`config.mk`:
```
export PLATFORM = sky130hd
export DESIGN_NAME = rsx_datapath
export DESIGN_NICKNAME = d
export VERILOG_FILES = /design/src/rtl/rsx_pkg.sv /design/src/rtl/rsx_datapath.sv
export SDC_FILE = /design/constraint.sdc
export NUM_CORES = 1
export LEC_CHECK = 0
export BUFFER_PORTS_ARGS = -buffer_cell sky130_fd_sc_hd__buf_4
export CORE_ASPECT_RATIO = 0.7
export CORE_UTILIZATION = 59
export CTS_CLUSTER_SIZE = 16
export DETAILED_ROUTE_END_ITERATION = 12
export GPL_TIMING_DRIVEN = 0
export PLACE_DENSITY = 0.89
export SLEW_MARGIN = 10
export SYNTH_ARGS = -nofsm -noshare
export SYNTH_HDL_FRONTEND = slang
export SYNTH_SLANG_ARGS = --single-unit
export TNS_END_PERCENT = 30
```
`constraint.sdc`:
```
create_clock -name sys_clk_i -period 5.9 [get_ports sys_clk_i]
set_clock_uncertainty 0.2 [all_clocks]
set_input_delay 0.885 -clock sys_clk_i [delete_from_list [all_inputs] [get_ports sys_clk_i]]
set_output_delay 0.885 -clock sys_clk_i [all_outputs]
set_load 0.1 [all_outputs]
```
`src/rtl/rsx_pkg.sv`:
```
// Package of opcodes, field widths and carriers for the byte datapath slice
package rsx_pkg;
	localparam int DATA_W     = 8;
	localparam int ADDR_W     = 5;
	localparam int FILE_DEPTH = 32;
	localparam int NIB_LO     = 0;
	localparam int NIB_HI     = 4;
	localparam int NIB_W      = 4;
	localparam logic [DATA_W-1:0] ACC_RESET   = 8'h00;
	localparam logic [DATA_W-1:0] DIR_RESET   = 8'hff;
	localparam logic [DATA_W-1:0] FILE_RESET  = 8'h00;
	localparam logic              CARRY_RESET = 1'b0;
	localparam logic              ZERO_RESET  = 1'b0;
	localparam logic [ADDR_W-1:0] DIR_SEL_A   = 5'h06;
	localparam logic [ADDR_W-1:0] DIR_SEL_B   = 5'h07;
	localparam logic              DEST_ACC    = 1'b0;

	// Decoded operation, Gray coded along the usual order
	typedef enum logic [2:0] {
		RSX_NOP                   = 3'h0,
		RSX_ROTATE_RIGHT_CARRY_OP = 3'h1,
		RSX_NIBBLE_EXCHANGE_OP    = 3'h3,
		RSX_XOR_FILE_ACCUM_OP     = 3'h2,
		RSX_XOR_LITERAL_ACCUM_OP  = 3'h6,
		RSX_PORT_DIRECTION_LOAD_OP = 3'h7
	} rsx_op_type;

	// One decoded instruction from the decoder
	typedef struct packed {
		rsx_op_type              op;
		logic [ADDR_W-1:0]       addr;
		logic                    dest;
		logic [DATA_W-1:0]       literal;
	} rsx_instr_type;

	// Status flags kept by the slice
	typedef struct packed {
		logic carry;
		logic zero;
	} rsx_flags_type;
endpackage

```
`src/rtl/rsx_datapath.sv`:
```
// Datapath slice: rotate, nibble swap, exclusive OR and direction loads
`timescale 1ns/100ps
module rsx_datapath
	import rsx_pkg::*;
(
	input  wire logic          sys_clk_i,   // Instruction clock
	input  wire logic          reset_n_i,   // Async reset, active low
	input  wire logic          valid_i,     // Instruction present this cycle
	input  wire rsx_instr_type instr_i,     // Decoded instruction
	output logic [DATA_W-1:0]  accum_o,     // Accumulator
	output rsx_flags_type      flags_o,     // Carry and zero flags
	output logic [DATA_W-1:0]  dir_a_o,     // Direction register 6
	output logic [DATA_W-1:0]  dir_b_o,     // Direction register 7
	output logic [DATA_W-1:0]  rd_data_o,   // Last file read value
	output logic               file_we_o    // File written last cycle
);

	// ------------------------------------------------------------
	// State
	// ------------------------------------------------------------
	logic [DATA_W-1:0] file_mem [FILE_DEPTH];
	logic [DATA_W-1:0] accum, next_accum;
	rsx_flags_type     flags, next_flags;
	logic [DATA_W-1:0] dir_a, next_dir_a;
	logic [DATA_W-1:0] dir_b, next_dir_b;
	logic [DATA_W-1:0] rd_data, next_rd_data;
	logic              file_we, next_file_we;
	logic [DATA_W-1:0] result;
	logic [DATA_W-1:0] src;

	assign src = file_mem[instr_i.addr];

	// ------------------------------------------------------------
	// Next-state computation
	// ------------------------------------------------------------
	// One result path shared by all file operations, steered by dest
	always_comb begin
		next_accum   = accum;
		next_flags   = flags;
		next_dir_a   = dir_a;
		next_dir_b   = dir_b;
		next_rd_data = rd_data;
		next_file_we = 1'b0;
		result       = src;
		if (valid_i) begin
			next_rd_data = src;
			case (instr_i.op)
				RSX_ROTATE_RIGHT_CARRY_OP: begin
					result = {flags.carry, src[DATA_W-1:1]};
					next_flags.carry = src[0];
				end
				RSX_NIBBLE_EXCHANGE_OP: begin
					result = {src[NIB_LO +: NIB_W],
						src[NIB_HI +: NIB_W]};
				end
				RSX_XOR_FILE_ACCUM_OP: begin
					result = accum ^ src;
					next_flags.zero = (result == '0);
				end
				RSX_XOR_LITERAL_ACCUM_OP: begin
					result = accum ^ instr_i.literal;
					next_flags.zero = (result == '0);
					next_accum = result;
				end
				RSX_PORT_DIRECTION_LOAD_OP: begin
					// Other selectors are ignored; only rd_data takes the file value
					if (instr_i.addr == DIR_SEL_A)
						next_dir_a = accum;
					else if (instr_i.addr == DIR_SEL_B)
						next_dir_b = accum;
				end
				default: begin
					result = src;
				end
			endcase
			if (instr_i.op == RSX_ROTATE_RIGHT_CARRY_OP ||
			    instr_i.op == RSX_NIBBLE_EXCHANGE_OP ||
			    instr_i.op == RSX_XOR_FILE_ACCUM_OP) begin
				if (instr_i.dest == DEST_ACC)
					next_accum = result;
				else
					next_file_we = 1'b1;
			end
		end
	end

	// ------------------------------------------------------------
	// Registers
	// ------------------------------------------------------------
	// File array cleared on reset: costs reset wiring per bit,
	// but a read before the first write is never unknown
	always_ff @(posedge sys_clk_i or negedge reset_n_i) begin
		if (!reset_n_i) begin
			for (int i = 0; i < FILE_DEPTH; i++) begin
				file_mem[i] <= FILE_RESET;
			end
		end else if (next_file_we) begin
			file_mem[instr_i.addr] <= result;
		end
	end

	// Control state with defined reset values
	always_ff @(posedge sys_clk_i or negedge reset_n_i) begin
		if (!reset_n_i) begin
			accum   <= ACC_RESET;
			flags   <= '{carry: CARRY_RESET, zero: ZERO_RESET};
			dir_a   <= DIR_RESET;
			dir_b   <= DIR_RESET;
			rd_data <= ACC_RESET;
			file_we <= 1'b0;
		end else begin
			accum   <= next_accum;
			flags   <= next_flags;
			dir_a   <= next_dir_a;
			dir_b   <= next_dir_b;
			rd_data <= next_rd_data;
			file_we <= next_file_we;
		end
	end

	assign accum_o   = accum;
	assign flags_o   = flags;
	assign dir_a_o   = dir_a;
	assign dir_b_o   = dir_b;
	assign rd_data_o = rd_data;
	assign file_we_o = file_we;

	// ------------------------------------------------------------
	// Assertions
	// ------------------------------------------------------------
	// Rotate: carry takes bit 0, old carry enters bit 7
	rot_carry_a: assert property (
		@(posedge sys_clk_i) disable iff (!reset_n_i)
		valid_i && instr_i.op == RSX_ROTATE_RIGHT_CARRY_OP |=>
		flags.carry == $past(src[0]) && flags.zero == $past(flags.zero))
		else $error("rotate carry wrong");
	rot_msb_a: assert property (
		@(posedge sys_clk_i) disable iff (!reset_n_i)
		valid_i && instr_i.op == RSX_ROTATE_RIGHT_CARRY_OP && !instr_i.dest
		|=> accum == {$past(flags.carry), $past(src[DATA_W-1:1])})
		else $error("rotate result wrong");
	rot_file_a: assert property (
		@(posedge sys_clk_i) disable iff (!reset_n_i)
		valid_i && instr_i.op == RSX_ROTATE_RIGHT_CARRY_OP && instr_i.dest
		|=> file_mem[$past(instr_i.addr)] ==
		{$past(flags.carry), $past(src[DATA_W-1:1])})
		else $error("rotate write-back wrong");

	// Destination steering for the three file operations
	dest_file_a: assert property (
		@(posedge sys_clk_i) disable iff (!reset_n_i)
		valid_i && instr_i.dest && instr_i.op != RSX_XOR_LITERAL_ACCUM_OP &&
		instr_i.op != RSX_PORT_DIRECTION_LOAD_OP && instr_i.op != RSX_NOP
		|=> $stable(accum) && file_we)
		else $error("destination steering wrong");
	dest_acc_a: assert property (
		@(posedge sys_clk_i) disable iff (!reset_n_i)
		valid_i && !instr_i.dest |=> !file_we)
		else $error("file written for accumulator destination");

	// Swap exchanges nibbles on either path, flags held
	swap_res_a: assert property (
		@(posedge sys_clk_i) disable iff (!reset_n_i)
		valid_i && instr_i.op == RSX_NIBBLE_EXCHANGE_OP && !instr_i.dest
		|=> accum == {$past(src[NIB_LO +: NIB_W]),
		$past(src[NIB_HI +: NIB_W])} && $stable(flags))
		else $error("swap wrong");
	swap_file_a: assert property (
		@(posedge sys_clk_i) disable iff (!reset_n_i)
		valid_i && instr_i.op == RSX_NIBBLE_EXCHANGE_OP && instr_i.dest
		|=> file_mem[$past(instr_i.addr)] ==
		{$past(src[NIB_LO +: NIB_W]), $past(src[NIB_HI +: NIB_W])} &&
		$stable(flags))
		else $error("swap write-back wrong");

	// Direction loads copy the accumulator; other selectors refused
	dir_load_a: assert property (
		@(posedge sys_clk_i) disable iff (!reset_n_i)
		valid_i && instr_i.op == RSX_PORT_DIRECTION_LOAD_OP &&
		instr_i.addr == DIR_SEL_B
		|=> dir_b == $past(accum) && $stable(flags))
		else $error("direction load wrong");
	dir_first_a: assert property (
		@(posedge sys_clk_i) disable iff (!reset_n_i)
		valid_i && instr_i.op == RSX_PORT_DIRECTION_LOAD_OP &&
		instr_i.addr == DIR_SEL_A
		|=> dir_a == $past(accum) && $stable(flags))
		else $error("first direction load wrong");
	dir_refuse_a: assert property (
		@(posedge sys_clk_i) disable iff (!reset_n_i)
		valid_i && instr_i.op == RSX_PORT_DIRECTION_LOAD_OP &&
		instr_i.addr != DIR_SEL_A && instr_i.addr != DIR_SEL_B
		|=> $stable(dir_a) && $stable(dir_b) && $stable(accum))
		else $error("unnamed direction selector acted on");

	// Literal XOR lands in the accumulator only
	xor_lit_a: assert property (
		@(posedge sys_clk_i) disable iff (!reset_n_i)
		valid_i && instr_i.op == RSX_XOR_LITERAL_ACCUM_OP |=>
		accum == ($past(accum) ^ $past(instr_i.literal)) &&
		flags.carry == $past(flags.carry))
		else $error("literal xor wrong");
	lit_dest_a: assert property (
		@(posedge sys_clk_i) disable iff (!reset_n_i)
		valid_i && instr_i.op == RSX_XOR_LITERAL_ACCUM_OP |=> !file_we)
		else $error("literal xor wrote the file");

	// File XOR and the zero flag of both XOR forms
	xor_file_a: assert property (
		@(posedge sys_clk_i) disable iff (!reset_n_i)
		valid_i && instr_i.op == RSX_XOR_FILE_ACCUM_OP && !instr_i.dest |=>
		accum == ($past(accum) ^ $past(src)) && $stable(flags.carry))
		else $error("file xor wrong");
	zero_flag_a: assert property (
		@(posedge sys_clk_i) disable iff (!reset_n_i)
		valid_i && instr_i.op == RSX_XOR_LITERAL_ACCUM_OP |=>
		flags.zero == (accum == 8'h00))
		else $error("zero flag wrong");
	zero_file_a: assert property (
		@(posedge sys_clk_i) disable iff (!reset_n_i)
		valid_i && instr_i.op == RSX_XOR_FILE_ACCUM_OP |=>
		flags.zero == (($past(accum) ^ $past(src)) == 8'h00))
		else $error("file xor zero flag wrong");

endmodule

```
Yosys cells after proc, flatten, opt, wreduce, memory -nomap -nowiden
Index checks and enable logic that the tools add are counted.
W data, S select, Z words.

cells by class
  magnitude comparators = 2
  equality and inequality tests = 7
  mux-type cells = 15
  bitwise gates (word level) = 4
  reduce and logical (&&, ||, !) cells = 10

operator list
  operator              count
  $bwmux W256           1
  $mux W8               7
  $bmux W8 S5           1
  $demux W8 S5          1
  $pmux W8 S4           1
  $logic_not A8 Y1      2
  $xor A8 B8 Y8         2
  $eq A5 B3 Y1 const B  2
  $eq A3 B2 Y1 const B  2
  $eq A3 B3 Y1 const B  2
  $ge A6 B6 Y1 const B  1
  $lt A6 B1 Y1 const B  1
  $not A5 Y6            1
  $reduce_and A2 Y1     2
  $reduce_and A4 Y1     1
  $eq A3 B1 Y1 const B  1
  $mux W1               3
  $reduce_and A3 Y1     1
  $logic_or A1 B1 Y1    2
  $pmux W1 S2           1
  $reduce_bool A2 Y1    1
  $logic_and A1 B1 Y1   1
  $not A1 Y1            1

word-level totals
  register bits = 291
  input bits = 20
  output and inout bits = 35
  logic and storage cells = 77

Longest topological paths before layout
  word-level depth = 8
  gate-level depth with buffers = 13
  depth with buffers taken out = 8

Least setup slack after synthesis
OpenSTA, ideal clock, no wires.

  path kind = input-to-reg
  from = in instr_i[10] (netlist bit)
  to = reg file_mem[151] (netlist bit)
  library setup time = 0.125 ns
  arrival = 2.890 ns
  required time = 5.575 ns
  setup slack = 2.685 ns
  stages = 12
  path buffers = 4
  cells stage by stage = clkbuf_2 > buf_6 > buf_6 > mux2i_1 > o22ai_1 > nor4_4 > nand2_2 > o21ai_1 > nand2_1 > o211a_4 > buf_6 > mux2_2

on the way
  word-level cells in the longest chain between the ends = 8
  elaborated cells on any way between the ends = 13
  classes of those cells = 2 x order compare; 8 x mux; 2 x bitwise; 1 x reduce/logical

ends and longest elaborated chain
  element                                     RTL line                                RTL
  start, declared                             rsx_datapath.sv:9                       input wire rsx_instr_type instr_i,
  $not A5 Y6 (not written as such) (*)        rsx_datapath.sv:31, rsx_datapath.sv:98
  $bmux W8 S5                                 rsx_datapath.sv:31                      assign src = file_mem[instr_i.addr];
  $mux W8 (not written as such) (2 in a row)  rsx_datapath.sv:31
  $xor A8 B8 Y8                               rsx_datapath.sv:57                      result = accum ^ src;
  $pmux W8 S4                                 rsx_datapath.sv:47                      case (instr_i.op)
  $mux W8                                     rsx_datapath.sv:45                      if (valid_i) begin
  $bwmux W256 (*)                             rsx_datapath.sv:98                      file_mem[instr_i.addr] <= result;
  end signal, assigned by index               rsx_datapath.sv:98
  end, declared                               rsx_datapath.sv:21                      logic [DATA_W-1:0] file_mem [FILE_DEPTH];

Mark *: on every way between the ends. The rest lies on a longest branch, timed or not. The select of a mux whose other input is x is not followed.
A chain may end at the register's enable or synchronous reset.

Worst setup path in the final report
  from = in instr_i[10] (netlist bit)
  to = reg file_mem[212] (netlist bit)

Same word-level chain as after synthesis.

==> results.md <==
* Status: complete, no violations
* Max Cap Viol at 0
* WL/cell at between 20 and 25 microns
* Max clock buf depth at 3
* Worst-Margin Slew at 1100 ps
* Highest clock rate at about 210 MHz
* Chip Width at between 150 and 200 microns
* # Post-CTS Setup Buffers at 0
* Worst-Skew Late Latency at 570 ps
* Tcrit/Tclk final at approximately four fifths
* Asr flop ratio synth at between 90% and 100%
* Starting Density at between 60 and 70%
* Drt first pass iters at 6
* CTS tree: yes
* Peak supply drop at 243 uV
* Share of layout cells above drive strength 1 at 16.6%
* Main synth FF type: dfrtp_1
* Largest net degree at the start of global routing at about 120
* Antenna violations before repair at 0
* Starting DRT DRC Count at 1626
* Tmin final at 4730 ps
* Nets at 1442
* Cts repair resizes at 0
* Number of routed nets with antenna violations at 0
* Grt total ovfl at 0
* Fin. Hold Viols at 0
* CP bufs+invs at 4
* Crit path max-delay cell type: nor4_1
* Residual DRC count at 0
* Vias in the first global route at 10800
* Global route hottest layer: met2
* Synth area leader: dfrtp_1
* Row cnt at 46
* EDFF count, synth at 0
* CTS Root Cell: clkbuf_16
* IO Port Bufs at 52
* CTS H-Tree Depth at 1
* Arr. time, crit path at 4960 ps
* Area after DPL at 14500 sq um
* GRT Util Overall at 37.0%
* CP top delay family: simple AND/OR/NAND/NOR gates
* Crit-path cells: clkbuf_2, buf_6, buf_2, mux2i_1, o22ai_1, nor4_1, nand2_1, o21ai_0, a21oi_1, nor2_2, buf_2, o21ai_0
* Vias/cell at 6.48
* CP max stage delay at 880 ps
* Clock buffer count from CTS at 27
* Die Y at roughly 130 microns
* Vias at 11400
* Largest cells by area after synthesis: dfrtp_1 (50%), mux2i_1 (9.4%), nand2_1 (5.2%)
* Max-slew headroom at 25.9%
* #FFs+latches synth at between 200 and 300
* Sequential area share after synthesis at roughly 54%
* Top-Level Pins at 55
* Worst Hold Class: in -> async
* Met3 Use GR at 13.7%
* Pwr/cell area at 345 nW/um^2
* Core area at 22700 sq um
* Fin. max-slew vios at 0
* Synth Warn # at 0
* Grt met2 use at 53.2%
* Synth Cell Area at 13600 sq um
* Placer congestion estimate at approximately 1.1
* Worst setup SP type: input pin
* Die area at 23700 sq um
* M1 GR Usage at 50.5%
* Final WL at 43.1 mm
* Detailed placement HPWL at 31.0 mm
* P_leak at 7.14 nW
* Worst setup EP type: flop
* Setup-failing EPs final at 0
* Share of the synthesized area in the top cell type at 50.5%
* RSZ-0062 raised after global routing: no
* Cells after Synth at 1339
* Global-route wire length before repair at 64.4 mm
* Max FO, Critical Path at 10
* Clk slew on worst S/H paths at 70 ps
* Crit Path Class: in -> reg
* Sink Count at 291
* Final instance area at 15400 sq um
* Area growth syn-to-layout at 12.9%
* Syn nets at roughly 1400
* WHS at 101 ps
* Post-Syn Area per Cell at 10.2 sq um
* Cell variety after synth at 52
* Setup tns final at 0 ps
* Antenna Cells at 0
* Critical path data required time at 6130 ps
* Post-CTS Hold Buffers at 0
## worst register-to-register path, stage by stage, from the launching register on
cell	delay [ps]
dfrtp_1	390
mux2i_1	450
o22ai_1	170
nor4_1	860
nand2_1	340
o21ai_0	270
o2bb2ai_1	170
and2_1	480
buf_4	310
o21ai_0	130
## path summary, 6_finish.rpt
check,from,endpoint,slack [ps],depth (start not counted)
worst max register to register,file_mem[233]$_DFFE_PN0P_,file_mem[21]$_DFFE_PN0P_,2000,9
max in group asynchronous,reset_n_i,file_mem[93]$_DFFE_PN0P_,4420,2
worst min register to register,file_mem[93]$_DFFE_PN0P_,file_mem[93]$_DFFE_PN0P_,280,2
worst max-delay path,instr_i[10],file_mem[212]$_DFFE_PN0P_,1170,12
worst min-delay path,reset_n_i,file_mem[253]$_DFFE_PN0P_,100,1
min in group sys_clk_i,file_mem[93]$_DFFE_PN0P_,file_mem[93]$_DFFE_PN0P_,280,2
## report_power, final
part / switching, mW / internal (mW)
clock: 0.783 / 1.04
sequential: 0.129 / 2.21
combinational: 0.827 / 0.314
total: 1.74 / 3.56
## kinds of logic (layout without fill, tap and decap cells)
logic type / count (synthesis) / after routing / share of synthesized area [%]
simple gates: 375 / 375 / 12.7
compound gates: 368 / 368 / 14.9
flops: 291 / 291 / 53.6
mux: 177 / 177 / 13.6
buf+inv: 112 / 215 / 4.19
xor+xnor: 16 / 16 / 1.03
## synth_stat cells, types with 3 or more instances
library cell	n
a21o_1	10
a21oi_1	104
a31oi_1	9
and2_1	6
buf_2	32
buf_4	12
buf_6	8
clkbuf_1	53
clkbuf_2	4
dfrtp_1	275
dfstp_2	16
mux2_2	42
mux2_4	7
mux2i_1	128
nand2_1	190
nand2b_1	6
nand3_1	7
nand4_1	3
nand4b_1	4
nand4bb_1	6
nor2_1	100
nor2b_1	4
nor3_1	13
nor4_1	9
nor4_2	7
o21ai_0	127
o21ai_1	38
o22ai_1	67
o2bb2ai_1	5
or3_1	3
or4b_1	4
xor2_1	14
## cell usage in the layout (no fill, tap or decap), types with 5 or more instances in the layout
master	n
nor4_1	9
a21o_1	10
dfrtp_1	275
mux2_2	42
nor3_1	13
o21ai_0	127
clkbuf_1	59
o22ai_1	67
clkbuf_16	27
nand2b_1	6
buf_2	32
o2bb2ai_1	5
a21oi_1	104
nor4_2	7
dfstp_2	16
a31oi_1	9
mux2i_1	128
buf_6	8
clkbuf_8	5
buf_4	63
nand4bb_1	6
xor2_1	14
nor2_1	100
nand3_1	7
nand2_1	190
o21ai_1	38
mux2_4	7
and2_1	6
## state kept, by name (all words and copies together) (netlist names)
| name | flops |
|---|---|
| flags_o | 2 |
| rd_data_o | 8 |
| file_mem | 256 |
| dir_a_o | 8 |
| accum_o | 8 |
| file_we_o | 1 |
| dir_b_o | 8 |
## per-stage QoR
step / power (mW) / worst slack, ps / std cells / util, %
finish: 5.30 / 1170 / 1754 / 67.9
global route: 5.46 / 1170 / 1754 / 67.9
CTS: 5.27 / 1560 / 1754 / 67.9
detailed placement: 3.48 / 985 / 1705 / 63.8
global placement: 3.44 / 1040 / 1703 / 63.5
floorplan: 3.10 / 2690 / 1339 / -
## layout make-up
type	count	area (sq um)
repair buffers	54	453
flip-flops and latches	291	7300
fillers	1744	7280
multi-input cells	936	5760
plain buffers	111	567
well taps	312	390
inverters	1	3.75
clock inverters	11	153
clock buffers	38	767
## layer usage
layer,vias up,share of wire [%]
met4,0,5.0
met1,5557,39
met3,165,14
li1,4889,-
met5,-,0
met2,751,42
Note: power is estimated with default switching activity, not from simulation.
